==> config.mk <==
export PLATFORM = sky130hd
export DESIGN_NAME = stack_return_execution
export DESIGN_NICKNAME = d
export VERILOG_FILES = /design/src/common/stack_ret_pkg.sv /design/src/common/pop_if.sv /design/src/hdl/pop_engine.sv /design/src/hdl/ret_target.sv /design/src/hdl/stack_return_execution.sv
export VERILOG_INCLUDE_DIRS = /design/src /design/src/common
export SDC_FILE = /design/constraint.sdc
export NUM_CORES = 1
export LEC_CHECK = 0
export BUFFER_PORTS_ARGS = -buffer_cell sky130_fd_sc_hd__buf_2
export CAP_MARGIN = 20
export CORE_MARGIN = 2
export CORE_UTILIZATION = 47
export CTS_CLUSTER_DIAMETER = 120
export CTS_CLUSTER_SIZE = 20
export DETAILED_ROUTE_END_ITERATION = 6
export PLACE_DENSITY_LB_ADDON = 0.25
export SYNTH_ARGS = -nofsm -noshare
export SYNTH_HDL_FRONTEND = slang
export SYNTH_HIERARCHICAL = 1
export SYNTH_SLANG_ARGS = --single-unit
export TNS_END_PERCENT = 20
==> constraint.sdc <==
create_clock -name hclk -period 2 [get_ports hclk]
set_input_delay 0.5 -clock hclk [delete_from_list [all_inputs] [get_ports hclk]]
set_output_delay 0.5 -clock hclk [all_outputs]
set_load 0.03 [all_outputs]
==> src/common/stack_ret_regs.svh <==
/*
 Register offsets, field positions, reset values and step sizes
 of the stack return execution block.
 Assumes byte addresses on a 32-bit AHB-Lite bus, one word per register.
*/
`ifndef STACK_RET_REGS_SVH
`define STACK_RET_REGS_SVH

`define OFF_CTRL      8'h00
`define OFF_STATUS    8'h04
`define OFF_PCNT      8'h08
`define OFF_SPTR      8'h0C
`define OFF_SWORD     8'h10

`define CTRL_SUB_EXIT 0
`define CTRL_IRQ_EXIT 1

`define STAT_BUSY     0
`define STAT_DONE     1
`define STAT_REFUSED  2

`define SW_CARRY      0
`define SW_ZERO       1
`define SW_NEG        2
`define SW_IRQ_EN     3
`define SW_HALT       4
`define SW_OSC_DIS    5
`define SW_OVFL       8
`define SW_PCHI_LSB   12

`define RST_PCNT      20'h00000
`define RST_SPTR      20'h00000
`define RST_SWORD     16'h0000
`define STACK_STEP    20'h00002

`endif

==> src/common/stack_ret_pkg.sv <==
/*
 Types shared by the stack return execution modules.
 Assumes the constants header is compiled alongside.
*/
package stack_ret_pkg;
   typedef logic [19:0] addr20_t;
   typedef logic [15:0] word_t;
   typedef enum logic [1:0] {
      ST_IDLE,
      ST_SUB_POP,
      ST_SW_POP,
      ST_PC_POP
   } exec_state_e;
endpackage

==> src/common/pop_if.sv <==
/*
 One stack read request between the sequencer and the pop engine.
 Assumes start is a one-cycle pulse and done answers it once.
*/
`timescale 1ns/1ps
`default_nettype none
interface pop_if;
   import stack_ret_pkg::*;
   logic    start;
   addr20_t addr;
   logic    done;
   word_t   data;
   modport ctl (output start, output addr, input done, input data);
   modport eng (input start, input addr, output done, output data);
endinterface
`default_nettype wire

==> src/hdl/pop_engine.sv <==
/*
 Reads one word of the stack from data memory per start pulse.
 Assumes the memory holds mem_rdata valid while mem_ack is high.
*/
`timescale 1ns/1ps
`default_nettype none
module pop_engine
   import stack_ret_pkg::*;
(
   input  wire logic   hclk,       // Core clock
   input  wire logic   hresetn,    // Async reset, low
   pop_if.eng          pop,        // Request from sequencer
   output logic        mem_req,    // Read request, level
   output addr20_t     mem_addr,   // Stack read address
   input  wire word_t  mem_rdata,  // Read data
   input  wire logic   mem_ack     // Read complete
);
   logic  req_r;
   addr20_t addr_r;
   logic  done_r;
   word_t data_r;

   always_ff @(posedge hclk or negedge hresetn) begin
      if (!hresetn) begin
         req_r  <= 1'b0;
         addr_r <= 20'h00000;
      end else if (pop.start && !req_r) begin
         req_r  <= 1'b1;
         addr_r <= pop.addr;
      end else if (req_r && mem_ack) begin
         req_r  <= 1'b0;
      end
   end

   always_ff @(posedge hclk or negedge hresetn) begin
      if (!hresetn) begin
         done_r <= 1'b0;
         data_r <= 16'h0000;
      end else begin
         done_r <= req_r & mem_ack;
         if (req_r && mem_ack)
            data_r <= mem_rdata;
      end
   end

   assign mem_req   = req_r;
   assign mem_addr  = addr_r;
   assign pop.done  = done_r;
   assign pop.data  = data_r;
endmodule
`default_nettype wire

==> src/hdl/ret_target.sv <==
/*
 Forms the 20-bit return address from a popped word.
 Assumes hi_bits were taken from the status word of the same frame.
*/
`timescale 1ns/1ps
`default_nettype none
module ret_target
   import stack_ret_pkg::*;
(
   input  wire logic       from_irq,  // Frame of an interrupt_exit
   input  wire logic [3:0] hi_bits,   // Saved upper address bits
   input  wire word_t      word,      // Popped return word
   output addr20_t         target     // Full return address
);
   assign target = from_irq ? {hi_bits, word}
                            : {4'h0, word};
endmodule
`default_nettype wire

==> src/hdl/stack_return_execution.sv <==
/*
 Return sequencer: subroutine_exit and interrupt_exit, popping from the
 stack in data memory and reloading program counter and status word.
 Assumes an AHB-Lite master with single word transfers, one memory
 port that answers each read with a one-cycle mem_ack.
*/
`timescale 1ns/1ps
`default_nettype none
`include "stack_ret_regs.svh"

// Operation
// - subroutine_exit loads the word at stack_pointer into PC 15:0.
// - subroutine_exit clears program_counter bits 19 to 16.
// - subroutine_exit adds 2 to stack_pointer after its pop.
// - subroutine_exit keeps the N, Z, C and V flags as they are.
// - subroutine_exit keeps the three mode bits as they are.
// - interrupt_exit pops status_word first, which holds PC 19:16.
// - interrupt_exit pops PC 15:0 next and joins the saved top bits.
// - interrupt_exit adds 2 after each pop, 4 in total.
// - interrupt_exit restores N, C, Z and V from the stack.
// - interrupt_exit restores the three mode bits from the stack.
// - interrupt_exit changes no interrupt flag, only core state.
module stack_return_execution
   import stack_ret_pkg::*;
(
   // Clock, reset and register bus
   input  wire logic        hclk,          // Core clock, 100 MHz
   input  wire logic        hresetn,       // Async reset, low
   input  wire logic        hsel,          // Slave select
   input  wire logic [31:0] haddr,         // Byte address
   input  wire logic [1:0]  htrans,        // Transfer type
   input  wire logic        hwrite,        // Write when high
   input  wire logic [2:0]  hsize,         // Word only
   input  wire logic [31:0] hwdata,        // Write data
   input  wire logic        hready,        // Bus ready in
   output logic [31:0]      hrdata,        // Read data
   output logic             hreadyout,     // Slave ready
   output logic             hresp,         // Always OKAY
   // Stack memory port
   output logic             mem_req,       // Stack read request
   output addr20_t          mem_addr,      // Stack read address
   input  wire word_t       mem_rdata,     // Stack read data
   input  wire logic        mem_ack,       // Stack read done
   // Core state
   output addr20_t          program_counter,  // Current PC
   output addr20_t          stack_pointer,    // Current SP
   output word_t            status_word,      // Current SR
   output logic             oscillator_disable, // Mode bit
   output logic             processor_halt,     // Mode bit
   output logic             global_irq_enable   // Mode bit
);

   function automatic logic hit(input logic [7:0] a,
                                input logic [7:0] off);
      hit = (a == off);
   endfunction

   pop_if pop ();

   exec_state_e state_r;
   exec_state_e state_nxt;

   addr20_t pc_r;
   addr20_t sp_r;
   word_t   sw_r;
   logic [3:0] pchi_r;
   addr20_t pc_new;

   logic        wr_pend_r;
   logic [7:0]  wr_addr_r;
   logic [31:0] hrdata_r;
   logic        hreadyout_r;
   logic        done_r;
   logic        refused_r;
   logic        last_irq_r;
   wire logic [2:0] mode_r;

   // Bus decode
   wire logic       addr_ph  = hsel & htrans[1] & hready;
   wire logic [7:0] rd_off   = haddr[7:0];
   wire logic       rd_ph    = addr_ph & ~hwrite;
   wire logic       wr_ctrl  = wr_pend_r & hit(wr_addr_r, `OFF_CTRL);
   wire logic       wr_stat  = wr_pend_r & hit(wr_addr_r, `OFF_STATUS);
   wire logic       wr_pc    = wr_pend_r & hit(wr_addr_r, `OFF_PCNT);
   wire logic       wr_sp    = wr_pend_r & hit(wr_addr_r, `OFF_SPTR);
   wire logic       wr_sw    = wr_pend_r & hit(wr_addr_r, `OFF_SWORD);

   // Start requests; both bits at once is refused as ambiguous
   wire logic req_sub  = wr_ctrl & hwdata[`CTRL_SUB_EXIT]
                                 & ~hwdata[`CTRL_IRQ_EXIT];
   wire logic req_irq  = wr_ctrl & hwdata[`CTRL_IRQ_EXIT]
                                 & ~hwdata[`CTRL_SUB_EXIT];
   wire logic req_both = wr_ctrl & hwdata[`CTRL_SUB_EXIT]
                                 & hwdata[`CTRL_IRQ_EXIT];
   wire logic idle     = (state_r == ST_IDLE);
   wire logic busy     = ~idle;
   wire logic go_sub   = idle & req_sub;
   wire logic go_irq   = idle & req_irq;
   wire logic refuse   = (busy & (req_sub | req_irq)) | req_both;

   // Pop completions per state
   wire logic sub_done = (state_r == ST_SUB_POP) & pop.done;
   wire logic sw_done  = (state_r == ST_SW_POP) & pop.done;
   wire logic pc_done  = (state_r == ST_PC_POP) & pop.done;
   wire logic any_pop  = sub_done | sw_done | pc_done;
   wire logic finished = sub_done | pc_done;

   // Second pop starts the cycle the first completes
   assign pop.start = go_sub | go_irq | sw_done;
   assign pop.addr  = sw_done ? addr20_t'(sp_r + `STACK_STEP) : sp_r;

   // Software writes to core state only while idle
   wire logic sw_wr_pc = wr_pc & idle;
   wire logic sw_wr_sp = wr_sp & idle;
   wire logic sw_wr_sw = wr_sw & idle;

   // Read mux, registered at the address phase
   wire logic [31:0] status_view = {29'h0, refused_r, done_r, busy};
   wire logic [31:0] ctrl_view   = {30'h0, last_irq_r, 1'b0};
   wire logic sel_ctrl = hit(rd_off, `OFF_CTRL);
   wire logic sel_stat = hit(rd_off, `OFF_STATUS);
   wire logic sel_pc   = hit(rd_off, `OFF_PCNT);
   wire logic sel_sp   = hit(rd_off, `OFF_SPTR);
   wire logic sel_sw   = hit(rd_off, `OFF_SWORD);
   wire logic [31:0] rd_mux =
      sel_ctrl ? ctrl_view :
      sel_stat ? status_view :
      sel_pc   ? {12'h000, pc_r} :
      sel_sp   ? {12'h000, sp_r} :
      sel_sw   ? {16'h0000, sw_r} :
                 32'h0000_0000;

   pop_engine u_pop (
      .hclk      (hclk),
      .hresetn   (hresetn),
      .pop       (pop.eng),
      .mem_req   (mem_req),
      .mem_addr  (mem_addr),
      .mem_rdata (mem_rdata),
      .mem_ack   (mem_ack)
   );

   ret_target u_tgt (
      .from_irq (pc_done),
      .hi_bits  (pchi_r),
      .word     (pop.data),
      .target   (pc_new)
   );

   always_comb begin
      state_nxt = state_r;
      case (state_r)
         ST_IDLE: begin
            if (go_sub)
               state_nxt = ST_SUB_POP;
            else if (go_irq)
               state_nxt = ST_SW_POP;
         end
         ST_SUB_POP: begin
            if (pop.done)
               state_nxt = ST_IDLE;
         end
         ST_SW_POP: begin
            if (pop.done)
               state_nxt = ST_PC_POP;
         end
         ST_PC_POP: begin
            if (pop.done)
               state_nxt = ST_IDLE;
         end
         default: state_nxt = ST_IDLE;
      endcase
   end

   always_ff @(posedge hclk or negedge hresetn) begin
      if (!hresetn)
         state_r <= ST_IDLE;
      else
         state_r <= state_nxt;
   end

   // Bus data phase bookkeeping; zero wait states
   always_ff @(posedge hclk or negedge hresetn) begin
      if (!hresetn) begin
         wr_pend_r <= 1'b0;
         wr_addr_r <= 8'h00;
      end else begin
         wr_pend_r <= addr_ph & hwrite;
         wr_addr_r <= haddr[7:0];
      end
   end

   always_ff @(posedge hclk or negedge hresetn) begin
      if (!hresetn)
         hrdata_r <= 32'h0000_0000;
      else if (rd_ph)
         hrdata_r <= rd_mux;
   end

   always_ff @(posedge hclk or negedge hresetn) begin
      if (!hresetn)
         hreadyout_r <= 1'b0;
      else
         hreadyout_r <= 1'b1;
   end

   // Program counter
   always_ff @(posedge hclk or negedge hresetn) begin
      if (!hresetn)
         pc_r <= `RST_PCNT;
      else if (sub_done)
         pc_r <= pc_new;
      else if (pc_done)
         pc_r <= pc_new;
      else if (sw_wr_pc)
         pc_r <= hwdata[19:0];
   end

   // Stack pointer; word stack, so bit 0 stays clear on writes
   always_ff @(posedge hclk or negedge hresetn) begin
      if (!hresetn)
         sp_r <= `RST_SPTR;
      else if (any_pop)
         sp_r <= addr20_t'(sp_r + `STACK_STEP);
      else if (sw_wr_sp)
         sp_r <= {hwdata[19:1], 1'b0};
   end

   // Status word: of the pops only the first of an interrupt_exit frame touches it; software writes while idle also load it
   always_ff @(posedge hclk or negedge hresetn) begin
      if (!hresetn)
         sw_r <= `RST_SWORD;
      else if (sw_done)
         sw_r <= pop.data;
      else if (sw_wr_sw)
         sw_r <= hwdata[15:0];
   end
   // Flags and mode bits untouched by sub_done

   // Upper address bits ride in the same word as the flags
   always_ff @(posedge hclk or negedge hresetn) begin
      if (!hresetn)
         pchi_r <= 4'h0;
      else if (sw_done)
         pchi_r <= pop.data[`SW_PCHI_LSB +: 4];
   end

   // Mode bits follow the status word one cycle later, one flop each;
   // the lag keeps the outputs registered at the cost of a cycle
   wire logic [2:0] mode_src = {sw_r[`SW_OSC_DIS], sw_r[`SW_HALT],
                                sw_r[`SW_IRQ_EN]};
   genvar g;
   generate
      for (g = 0; g < 3; g++) begin : g_mode
         logic bit_r;
         always_ff @(posedge hclk or negedge hresetn) begin
            if (!hresetn)
               bit_r <= 1'b0;
            else
               bit_r <= mode_src[g];
         end
         assign mode_r[g] = bit_r;
      end
   endgenerate

   // Sticky flags, write 1 to clear; a new event wins over the clear
   always_ff @(posedge hclk or negedge hresetn) begin
      if (!hresetn)
         done_r <= 1'b0;
      else if (finished)
         done_r <= 1'b1;
      else if (go_sub | go_irq)
         done_r <= 1'b0;
      else if (wr_stat && hwdata[`STAT_DONE])
         done_r <= 1'b0;
   end

   always_ff @(posedge hclk or negedge hresetn) begin
      if (!hresetn)
         refused_r <= 1'b0;
      else if (refuse)
         refused_r <= 1'b1;
      else if (wr_stat && hwdata[`STAT_REFUSED])
         refused_r <= 1'b0;
   end

   always_ff @(posedge hclk or negedge hresetn) begin
      if (!hresetn)
         last_irq_r <= 1'b0;
      else if (go_sub | go_irq)
         last_irq_r <= go_irq;
   end

   // No interrupt flag exists here to be touched

   assign hrdata             = hrdata_r;
   assign hreadyout          = hreadyout_r;
   assign hresp              = 1'b0;
   assign program_counter    = pc_r;
   assign stack_pointer      = sp_r;
   assign status_word        = sw_r;
   assign oscillator_disable = mode_r[2];
   assign processor_halt     = mode_r[1];
   assign global_irq_enable  = mode_r[0];

endmodule
`default_nettype wire

## After elaboration in Yosys (flattened, before gate mapping)

Index checks and enable logic that the tools add are counted.

| word-level totals | value |
|---|---|
| register bits after elaboration | 148 |
| word-level logic and storage cells | 111 |

| cells by class | value |
|---|---|
| $add $sub $neg | 1 |
| equality and inequality tests | 14 |
| muxes and demuxes | 26 |
| bitwise operators | 35 |
| reductions and logical operators | 16 |

Operator list:

| cell | number |
|---|---|
| 20-bit two-way mux | 11 |
| 16-bit two-way mux | 3 |
| 8-bit by 4-bit equality test with 1-bit output, second input constant | 4 |
| 1-bit bitwise AND | 24 |
| 20-bit by 2-bit adder with 20-bit output, second input constant | 1 |
| 8-bit by 3-bit equality test with 1-bit output, second input constant | 2 |
| 8-bit by 5-bit equality test with 1-bit output, second input constant | 2 |
| 8-bit zero test | 2 |
| 2-bit two-way mux | 4 |
| 2-bit nonzero test | 4 |
| 1-bit two-way mux | 7 |
| 1-bit bitwise OR | 7 |
| 2-bit one-hot mux with 3 select lines | 1 |
| 3-bit nonzero test | 2 |
| 2-bit equality test, second input constant | 2 |
| 1-bit logical AND | 4 |
| 2-bit by 1-bit != test with 1-bit output, second input constant | 2 |
| 1-bit inverter | 4 |
| 3-bit by 1-bit != test with 1-bit output, second input constant | 1 |
| 3-bit AND reduction | 1 |
| 2-bit by 1-bit equality test with 1-bit output, second input constant | 1 |
| 2-bit zero test | 1 |
| 2-bit OR reduction | 1 |
| 1-bit zero test | 1 |

## Logic depth before layout (Yosys ltp)

Gate-level depths: netlist (run 1).

| logic depth | value |
|---|---|
| depth after elaboration | 9 |
| mapped depth | 8 |
| gate-level depth less buffers | 6 |

## Modules after synthesis

The synthesis (run 1) kept the hierarchy.

Modules (own cells, without submodules):

| module | instances | cells each | area an instance (um^2) |
|---|---|---|---|
| stack_return_execution | 1 | 574 | 5338.9 |
| pop_engine | 1 | 81 | 1451.4 |
| ret_target | 1 | 20 | 145.1 |

## Least setup slack after synthesis (run 1)

OpenSTA, ideal clock, no wires.

| timing path | value |
|---|---|
| path kind | register to register |
| from | register sp_r[3], in the netlist stack_pointer[3] |
| to | register u_pop.addr_r[16], in the netlist u_pop/mem_addr[16] |
| arrival time | 2.066 ns |
| path slack | -0.191 ns |
| stages on the path, launching flop included | 7 |
| buffers on the path | 1 |
| path through | dfrtp_1 -> buf_2 -> nand3_1 -> nor3_1 -> nand4_1 -> xnor2_1 -> mux2_2 |

| between the ends | value |
|---|---|
| word-level cells in the longest chain between the ends | 2 |

Ends and longest elaborated chain:

| what | RTL line | source |
|---|---|---|
| start: declaration | stack_return_execution.sv:64 | `addr20_t sp_r;` |
| start signal: assignment | stack_return_execution.sv:222 | `` sp_r <= `RST_SPTR; `` |
| start signal: assignment | stack_return_execution.sv:224 | `` sp_r <= addr20_t'(sp_r + `STACK_STEP); `` |
| start signal: assignment | stack_return_execution.sv:226 | `sp_r <= {hwdata[19:1], 1'b0};` |
| 20-bit by 2-bit adder with 20-bit output (no line) | - |  |
| 20-bit two-way mux | stack_return_execution.sv:110 | `` assign pop.addr = sw_done ? addr20_t'(sp_r + `STACK_STEP) : sp_r; `` |
| via pop.addr[16] | pop_if.sv:10 | `addr20_t addr;` |
| end signal: assignment | pop_engine.sv:29 | `addr_r <= pop.addr;` |
| end: declaration | pop_engine.sv:19 | `addr20_t addr_r;` |

The timed path passes the listed nets, and every way through them passes these cells.
A chain may end at the register's enable or synchronous reset.

## Worst setup path after layout (run 1)

| timing path | value |
|---|---|
| from | register wr_addr_r[2] |
| to | register u_pop.addr_r[1], in the netlist u_pop/mem_addr[1] |

| between the ends | value |
|---|---|
| word-level cells in the longest chain between the ends | 8 |
| elaborated cells on any way between the ends | 11 |
| those cells by class | 9 x bitwise; 2 x reduce/logical |

Ends and longest elaborated chain:

| what | RTL line | source |
|---|---|---|
| start: declaration | stack_return_execution.sv:70 | `logic [7:0] wr_addr_r;` |
| start signal: assignment | stack_return_execution.sv:189 | `wr_addr_r <= haddr[7:0];` |
| 8-bit zero test (*) | stack_return_execution.sv:55 | `hit = (a == off);` |
| 1-bit bitwise AND (*) | stack_return_execution.sv:82 | `` wire logic wr_ctrl = wr_pend_r & hit(wr_addr_r, `OFF_CTRL); `` |
| 1-bit bitwise AND, on equally long branches (2 in series) | stack_return_execution.sv:89, stack_return_execution.sv:91 |  |
| 1-bit bitwise AND, on equally long branches | stack_return_execution.sv:97, stack_return_execution.sv:98 |  |
| 1-bit bitwise OR (*) (2 in series) | stack_return_execution.sv:109 | `assign pop.start = go_sub \| go_irq \| sw_done;` |
| via pop.start | pop_if.sv:9 | `logic start;` |
| 1-bit logical AND (*) | pop_engine.sv:27 | `end else if (pop.start && !req_r) begin` |

Mark *: on every way through the listed nets, which the timed path passes. The rest lies on a longest branch.

==> impl_results.md, run 1 <==
* Status: complete, but fails checks
* Failing checks: negative setup slack
* WP data arrival at 2.37 ns
* Number of diodes at 0
* Via count at 6,114
* Pin count of the biggest net entering global routing at 48
* Crit end category: register
* TNS Setup at -1.32 ns
* Post-DR vias/cell at 5.82
* Final net count at 945
* Worst reg2reg path depth at 6
* Relative slew slack at 65.5%
* Htree depth at 4
* Critical path required time at 2.30 ns
* Initial antenna violation count at 0
* Final worst-path cycle share at 104%
* Gate Count Post-Synth at 675
* #FFs+latches synth at 135
* Die width at 125 um
* Root buffer cell: clkbuf_16
* Crit path max fanout at 20
* Longest Clk Path Bufs at 2
* Post-synth EDFFs at 0
* Chip height at 125 um
* Number of top-level pins at 205
* Synth warnings at 6
* Layout area overhead at 26.9%
* Ratio of cells with drive above 1 in the final layout at 35.6%
* Die area at 0.0157 sq mm
* DRC viols at 0
* Routability Congestion at 0.898
* Post-synthesis sequential area ratio at 48.7%
* Number of core rows at 44
* Worst Max-Slew Pin Slew at 0.510 ns
* Final wirelength at 20.8 mm
* Post-synth ARST share at 100%
* Worst min path class: in2async
* Max Cap Viol at 0
* Reg clk slew, reported paths at 0.06 ns
* Final Skew at 0.0110 ns
* Vias in the first global route at 6,078
* RR Endpoint: u_pop/mem_addr[1]$_DFFE_PN0P_
* Post-route ant nets at 0
* Min Clock Period, post-route at 2.07 ns
* Gr ovfl total at 0
* CTS buffer count at 17
* Drt pass-1 iters at 5
* Mapped cell area at 0.00694 sq mm
* Syn_area_per_cell at 10.3 sq um
* Final Hold Fails at 0
* Setup violations, final at 25
* Max-slew violations at 0
* DRT iter0 DRCs at 609
* Main synth FF type: dfrtp_1
* Fmax at 483 MHz
* Most frequent cells in the layout: 149 x buf_2, 134 x dfrtp_1, 69 x buf_4, 65 x nand2_1, 36 x nor2_1
* WL per Instance at 19.9 um
* Tot GR Track Use at 26.6%
* Crit start category: register
* RSZ-0062 raised after global routing: yes
* First-pass GRT wire length at 32.6 mm
* Reg2reg start: wr_addr_r[2]$_DFF_PN0_
* Most common cell after layout, fill and taps aside: buf_2
* Initial Util at 47.9%
* DP Wirelength at 15.0 mm
* CORE AREA at 0.0145 sq mm
* Leak Pwr at 4.17 nW
* Hold Worst Slack at 0.00734 ns
* Distinct cells, synth at 72
* Slack of the critical path at -0.0713 ns
* VDD IR max at 0.000742 V
* Worst skew pair latency at 0.43 ns
* PD cells at 801 mW/mm^2
* Critical path class: reg2reg
* Port buffer count at 150
* Fillcell total at 1,220
* Num Clock Sinks at 135
* R2R setup slack at -0.07 ns
* TritonCTS clock tree: yes
-- power breakdown --
part / internal (mW) / switching (mW) / total, mW
logic: 0.319 / 0.366 / 0.685
clock network: 1.97 / 1.24 / 3.22
registers: 2.94 / 0.208 / 3.15
-- worst max path at each step --
| stage | startpoint | to | slack, ns | cells past startpoint |
|---|---|---|---|---|
| finish | wr_addr_r[2]$_DFF_PN0_ | u_pop/mem_addr[1]$_DFFE_PN0P_ | -0.07 | 6 |
| global route | wr_addr_r[2]$_DFF_PN0_ | u_pop/mem_addr[13]$_DFFE_PN0P_ | -0.13 | 6 |
| CTS | wr_addr_r[5]$_DFF_PN0_ | stack_pointer[7]$_DFFE_PN0P_ | -0.05 | 5 |
| detailed placement | wr_addr_r[1]$_DFF_PN0_ | u_pop/mem_addr[6]$_DFFE_PN0P_ | -0.14 | 6 |
| global placement | wr_addr_r[1]$_DFF_PN0_ | stack_pointer[7]$_DFFE_PN0P_ | -0.09 | 5 |
| floorplan | stack_pointer[3]$_DFFE_PN0P_ | u_pop/mem_addr[16]$_DFFE_PN0P_ | -0.004 | 6 |
-- critical path, stage by stage (launching register included) --
cell and delay (ns):
dfrtp_1 0.42, nor4b_4 0.33, nand3b_1 0.15, o31ai_2 0.30
nor2b_4 0.22, buf_12 0.17, mux2_2 0.35
-- per-layer routing --
layer  part of all wire (%)  GRT usage (%)  vias up
met5                      0              0        -
met4                    2.5           10.1        0
met3                    6.5           5.86       34
met2                     49           43.2      276
met1                     42           35.2     3035
li1                       -              -     2769
-- synthesized netlist by cell type, types with 14 or more instances --
cell       count  area (sq um)
o2bb2ai_1     14           123
mux2_2        27           304
a21oi_1       33           165
dfrtp_1      135          3380
o21ai_0       21           105
nor2_1        36           135
nor3_1        16          80.1
nand3_1       25           125
buf_4         31           233
inv_1         14          52.6
nand2_1       65           244
mux2i_1       24           240
clkbuf_1      31           116
-- stage by stage --
step	utilization [%]	power (mW)	instance area (sq um)	setup slack [ns]	std cells
4_1_cts	60.6	7.08	8780	-0.0502	1049
3_3_place_gp	56.0	3.84	8110	-0.0913	1011
6_report	60.8	7.05	8800	-0.0713	1050
5_1_grt	60.8	7.27	8800	-0.132	1050
3_5_place_dp	56.0	3.86	8110	-0.137	1011
2_1_floorplan	-	3.79	7040	-0.00416	689
-- state kept, by name, indices dropped and copies added, names as in the netlist --
register	count
done_r	1
pchi_r	4
refused_r	1
u_pop/mem_req	1
stack_pointer	19
state_r	2
oscillator_disable	1
u_pop/pop.data	16
status_word	16
wr_pend_r	1
program_counter	20
wr_addr_r	8
processor_halt	1
u_pop/pop.done	1
u_pop/mem_addr	20
global_irq_enable	1
hreadyout	1
last_irq_r	1
hrdata	20
-- what timing repair did --
| action | in CTS | in global routing |
|---|---|---|
| pin swaps | 4 | 0 |
| endpoints found under the setup margin | 26 | 27 |
| endpoints found under the hold margin | 0 | 0 |
| gates resized for setup | 4 | 3 |
| buffers inserted | 6 | 1 |
| hold buffers | 0 | 0 |
-- logic make-up after synthesis --
kind of cell / after synthesis / share of synthesized area (%)
XOR/XNOR: 19 / 2.40
AND/OR/NAND/NOR: 219 / 16.6
multiplexers: 60 / 9.74
flip-flops: 135 / 48.7
AO/OA/AOI/OAI: 145 / 14.9
adder cells (fa/ha/maj): 2 / 0.325
buffers and inverters: 93 / 7.25
other: 2 / 0.108
-- layout make-up --
type / count / area, sq um / area share, %
Clock inverter: 14 / 173 / 1.96
Inverter: 14 / 52.6 / 0.597
Sequential cell: 135 / 3380 / 38.4
Tap cell: 184 / 230 / 2.62
Timing Repair Buffer: 224 / 1370 / 15.5
Clock buffer: 18 / 429 / 4.88
Multi-Input combinational cell: 461 / 3170 / 36.0
Note: power is estimated with default switching activity, not from simulation.
==> inputs of run 2 (changes only) <==
--- a/constraint.sdc
+++ b/constraint.sdc
@@ -3,2 +3,2 @@
 set_output_delay 0.5 -clock hclk [all_outputs]
-set_load 0.03 [all_outputs]
+set_load 0.005 [all_outputs]
==> run 2 against run 1 <==
Compared with the run above:
- the run still ends with negative setup slack left
- largest power group unchanged
- utilization grew 0.052 points
- die area stayed put
- register-to-register slack lost 0.03 ns
- design area about the same
- setup slack got worse by 0.025 ns
==> impl_results.md, run 2 (synthesis results as in run 1) <==
* Ratio of cells with drive above 1 in the final layout at 35.2%
* Worst Max-Slew Pin Slew at 0.560 ns
* Pin count of the biggest net entering global routing at 42
* Failing checks: negative setup slack
* Total power draw at 7.08 mW
* Utilization after layout at 60.8%
* Worst min path class: in2reg
* Final net count at 941
* Number of top-level pins at 205
* Setup violations, final at 30
* Post-route ant nets at 0
* Finished Layout Cells at 1,046
* Routability Congestion at 0.876
* Fillcell total at 1,205
* Htree depth at 4
* R2R setup slack at -0.1 ns
* Vias in the first global route at 6,137
* CTS buffer count at 17
* Fmax at 477 MHz
* Crit end category: register
* Num Clock Sinks at 135
* Final wirelength at 20.7 mm
* Reg clk slew, reported paths at 0.06 ns
* DRT iter0 DRCs at 743
* Die width at 125 um
* Leak Pwr at 4.15 nW
* First-pass GRT wire length at 32.6 mm
* Most common cell after layout, fill and taps aside: buf_2
* Final Hold Fails at 0
* Sw power at 1.73 mW
* Placed cell count at 1,009
* CP Cell Sequence: or4_4, o31ai_4, buf_12, a21bo_1, a221o_1
* CORE AREA at 0.0145 sq mm
* Worst skew pair latency at 0.44 ns
* Share of power burned in registers at 44.5%
* Slowest cell delay on critical path at 0.58 ns
* Drt pass-1 iters at 5
* DRC viols at 0
* Pint at 5.34 mW
* Via count at 6,235
* Layout area overhead at 27.0%
* Port buffer count at 150
* TritonCTS clock tree: yes
* Root buffer cell: clkbuf_16
* Tot GR Track Use at 26.5%
* Final worst-path cycle share at 105%
* WP data arrival at 2.40 ns
* Crit-path slowest cell: or4_4
* Max Cap Viol at 0
* Relative slew slack at 62.2%
* VDD IR max at 0.000648 V
* Number of core rows at 44
* Longest Clk Path Bufs at 2
* Max-slew violations at 0
* Combinational share of power at 8.4%
* Sw frac at 24.5%
* Gr ovfl total at 0
* Top cell family by delay on the critical path: compound AO/OA/AOI/OAI gates
* WL per Instance at 19.8 um
* Number of diodes at 0
* Die area at 0.0157 sq mm
* Worst Path Buf+Inv at 1
* DP Wirelength at 15.0 mm
* Initial Util at 47.9%
* Final Skew at 0.0125 ns
* RSZ-0062 raised after global routing: yes
* Critical path required time at 2.30 ns
* Most frequent cells in the layout: 149 x buf_2, 135 x dfrtp_1, 65 x nand2_1, 63 x buf_4, 36 x nor2_1
* Clock power frac at 47.1%
* Initial antenna violation count at 0
* Min Clock Period, post-route at 2.10 ns
* Critical path class: reg2reg
* Status: complete, but fails checks
* Crit start category: register
* Slack of the critical path at -0.0964 ns
* Chip height at 125 um
* PD cells at 803 mW/mm^2
* Crit path max fanout at 5
* Post-DR vias/cell at 5.96
## run 2: cell count changes in the layout (fill, tap and decap cells not counted), moves of 2 or more
cell and change:
buf_12 +2, buf_4 -6, clkbuf_8 +3, clkinv_2 -2
## run 2: final timing paths
kind                                             from                        endpoint  cells after the start
min in group asynchronous                     hresetn  u_pop/pop.data[12]$_DFFE_PN0P_                      2
hold / removal                               haddr[6]          wr_addr_r[6]$_DFF_PN0_                      1
hold reg to reg            status_word[4]$_DFFE_PN0P_        processor_halt$_DFF_PN0_                      0
max in group asynchronous                     hresetn      status_word[4]$_DFFE_PN0P_                      3
setup reg to reg               wr_addr_r[5]$_DFF_PN0_    stack_pointer[7]$_DFFE_PN0P_                      5
setup / recovery               wr_addr_r[5]$_DFF_PN0_    stack_pointer[7]$_DFFE_PN0P_                      5
## run 2: worst register-to-register path, stage by stage (launching register included)
cell	delay, ns
dfrtp_1	0.43
or4_4	0.58
o31ai_4	0.30
buf_12	0.15
a21bo_1	0.20
a221o_1	0.31
## run 2: what timing repair did
item	in CTS	in global routing
setup endpoints to repair	31	34
pin swaps	5	1
buffers inserted	4	0
hold buffers	1	0
endpoints found under the hold margin	32	0
resized for setup	3	4
## run 2: cell type report
type	instances	area, sq um	share of cell area, %
multi-input combinational	461	3160	35.9
clock buffer	20	467	5.30
sequential	135	3380	38.3
timing repair buffer	220	1360	15.4
inverter	14	52.6	0.597
tap	184	230	2.61
clock inverter	12	163	1.85
## run 2: metal layers
layer | GRT usage (%) | part of all wire, %
met4 | 11.9 | 3.0
met2 | 41.8 | 48
met5 | 0 | 0
met1 | 35.4 | 41
met3 | 5.78 | 7.9
## run 2: power groups by stage
stage | sequential (mW) | combinational (mW) | clock [mW]
2_1_floorplan | 3.12 | 0.570 | 0
3_3_place_gp | 3.17 | 0.571 | 0
3_5_place_dp | 3.18 | 0.593 | 0
4_1_cts | 3.14 | 0.600 | 3.36
5_1_grt | 3.17 | 0.651 | 3.48
6_report | 3.15 | 0.597 | 3.33
## run 2: through the flow
step	TNS [ns]	setup WS (ns)	hold WS (ns)	area (sq um)
after global placement	-2.04	-0.103	0.430	8110
after detailed placement	-2.13	-0.122	0.428	8110
after floorplan	0	0.00563	0.204	7010
after global routing	-2.67	-0.122	0.196	8810
after CTS	-0.981	-0.110	0.196	8790
final	-1.01	-0.0964	0.207	8810
==> inputs of run 3 (changes only) <==
- SKIP_LAST_GASP: unset -> 1
==> run 3 against run 2 <==
Compared with the run above:
- count of clock-buffer cells in the layout unchanged
- the run still ends with negative setup slack left
- largest cell class unchanged
- setup slack better by 0.0060 ns
- register-to-register slack about the same
- utilization down 0.095 points
- sequential power about the same
- critical path type unchanged
- sequential share of layout area up 0.060 points
==> impl_results.md, run 3 (synthesis results as in run 1) <==
* Status: complete, but fails checks
* Failing checks: negative setup slack
* Max Cap Viol at 0
* Final Skew at 0.0114 ns
* DRT iter0 DRCs at 675
* Pin count of the biggest net entering global routing at 42
* Hold path depth at 1
* Critical path class: reg2reg
* TNS Setup at -0.842 ns
* Slowest cell delay on critical path at 0.58 ns
* R2R setup slack at -0.09 ns
* Fmax at 478 MHz
* Reg2reg start: wr_addr_r[5]$_DFF_PN0_
* Root buffer cell: clkbuf_16
* Htree depth at 4
* Gr ovfl total at 0
* Worst Max-Slew Pin Slew at 0.535 ns
* First-pass GRT wire length at 32.6 mm
* Utilization after layout at 60.8%
* PD cells at 804 mW/mm^2
* Slack of the critical path at -0.0905 ns
* Worst reg2reg path depth at 5
* Longest Clk Path Bufs at 2
* Number of core rows at 44
* WL per Instance at 19.7 um
* Port buffer count at 150
* Reg clk slew, reported paths at 0.06 ns
* Number of top-level pins at 205
* Final worst-path cycle share at 105%
* Hold_sp: haddr[6]
* Post-DR vias/cell at 5.91
* CTS buffer count at 17
* WP data arrival at 2.39 ns
* Routability Congestion at 0.876
* Chip height at 125 um
* Final Hold Fails at 0
* Layout area overhead at 26.8%
* Crit path max fanout at 5
* Ratio of cells with drive above 1 in the final layout at 34.9%
* Worst Path Buf+Inv at 1
* Top cell family by delay on the critical path: compound AO/OA/AOI/OAI gates
* Tot GR Track Use at 26.5%
* Die area at 0.0157 sq mm
* RR Endpoint: stack_pointer[7]$_DFFE_PN0P_
* Crit end category: register
* Crit-path slowest cell: or4_4
* Hold Worst Slack at 0.207 ns
* Via count at 6,185
* Hold EP: wr_addr_r[6]$_DFF_PN0_
* CORE AREA at 0.0145 sq mm
* Relative slew slack at 63.9%
* CP Cell Sequence: or4_4, o31ai_4, buf_12, a21bo_1, a221o_1
* Finished Layout Cells at 1,046
* Worst min path class: in2reg
* Die width at 125 um
* RSZ-0062 raised after global routing: yes
* Final wirelength at 20.6 mm
* Initial Util at 47.9%
* Crit start category: register
* Final net count at 941
* Most common cell after layout, fill and taps aside: buf_2
* VDD IR max at 0.000652 V
* Post-route ant nets at 0
* Initial antenna violation count at 0
* DRC viols at 0
* Worst skew pair latency at 0.44 ns
* DP Wirelength at 15.0 mm
* Max-slew violations at 0
* Placed cell count at 1,009
* Drt pass-1 iters at 5
* TritonCTS clock tree: yes
* Vias in the first global route at 6,143
* Setup violations, final at 31
* Num Clock Sinks at 135
* Leak Pwr at 4.15 nW
* Total power draw at 7.08 mW
* Min Clock Period, post-route at 2.09 ns
* Most frequent cells in the layout: 149 x buf_2, 135 x dfrtp_1, 65 x nand2_1, 63 x buf_4, 36 x nor2_1
* Critical path required time at 2.30 ns
* Number of diodes at 0
-- run 3: final cells by class --
cell class,count,area (sq um)
clock buffer,20,467
multi-input combinational,461,3150
inverter,14,52.6
fill,1205,5680
timing repair buffer,220,1360
sequential,135,3380
tap,184,230
clock inverter,12,163
-- run 3: report_power, final --
| group | total, mW | internal [mW] | leakage, nW | switching [mW] |
|---|---|---|---|---|
| Combinational | 0.597 | 0.322 | 2.22 | 0.275 |
| Sequential | 3.15 | 2.94 | 1.63 | 0.203 |
| Clock | 3.33 | 2.08 | 0.304 | 1.25 |
| Total | 7.08 | 5.34 | 4.15 | 1.73 |
-- run 3: worst max path at each step --
stage	cells after the start	start	end
floorplan	6	wr_addr_r[6]$_DFF_PN0_	u_pop/mem_addr[0]$_DFFE_PN0P_
global placement	5	wr_addr_r[1]$_DFF_PN0_	stack_pointer[7]$_DFFE_PN0P_
detailed placement	5	wr_addr_r[1]$_DFF_PN0_	stack_pointer[7]$_DFFE_PN0P_
CTS	5	wr_addr_r[5]$_DFF_PN0_	stack_pointer[7]$_DFFE_PN0P_
global route	5	wr_addr_r[5]$_DFF_PN0_	stack_pointer[7]$_DFFE_PN0P_
finish	5	wr_addr_r[5]$_DFF_PN0_	stack_pointer[7]$_DFFE_PN0P_
-- run 3: through the flow --
stage | cell area, sq um | setup WS [ns]
after global placement | 8110 | -0.103
after detailed placement | 8110 | -0.122
after global routing | 8800 | -0.122
after floorplan | 7010 | 0.00563
final | 8800 | -0.0905
after CTS | 8790 | -0.110
-- run 3: metal layers --
layer | global-route usage, % | part of all wire (%) | vias up
li1 | - | - | 2771
met1 | 35.2 | 41 | 3044
met2 | 41.9 | 48 | 315
met3 | 5.78 | 8.2 | 55
met4 | 11.9 | 3.4 | 0
met5 | 0 | 0 | -
-- run 3: timing repair --
item,in CTS,in global routing
endpoints found under the setup margin,31,34
resized for setup,3,1
setup buffers,4,0
pin swaps,5,1
hold buffers,1,0
hold endpoints to repair,32,0
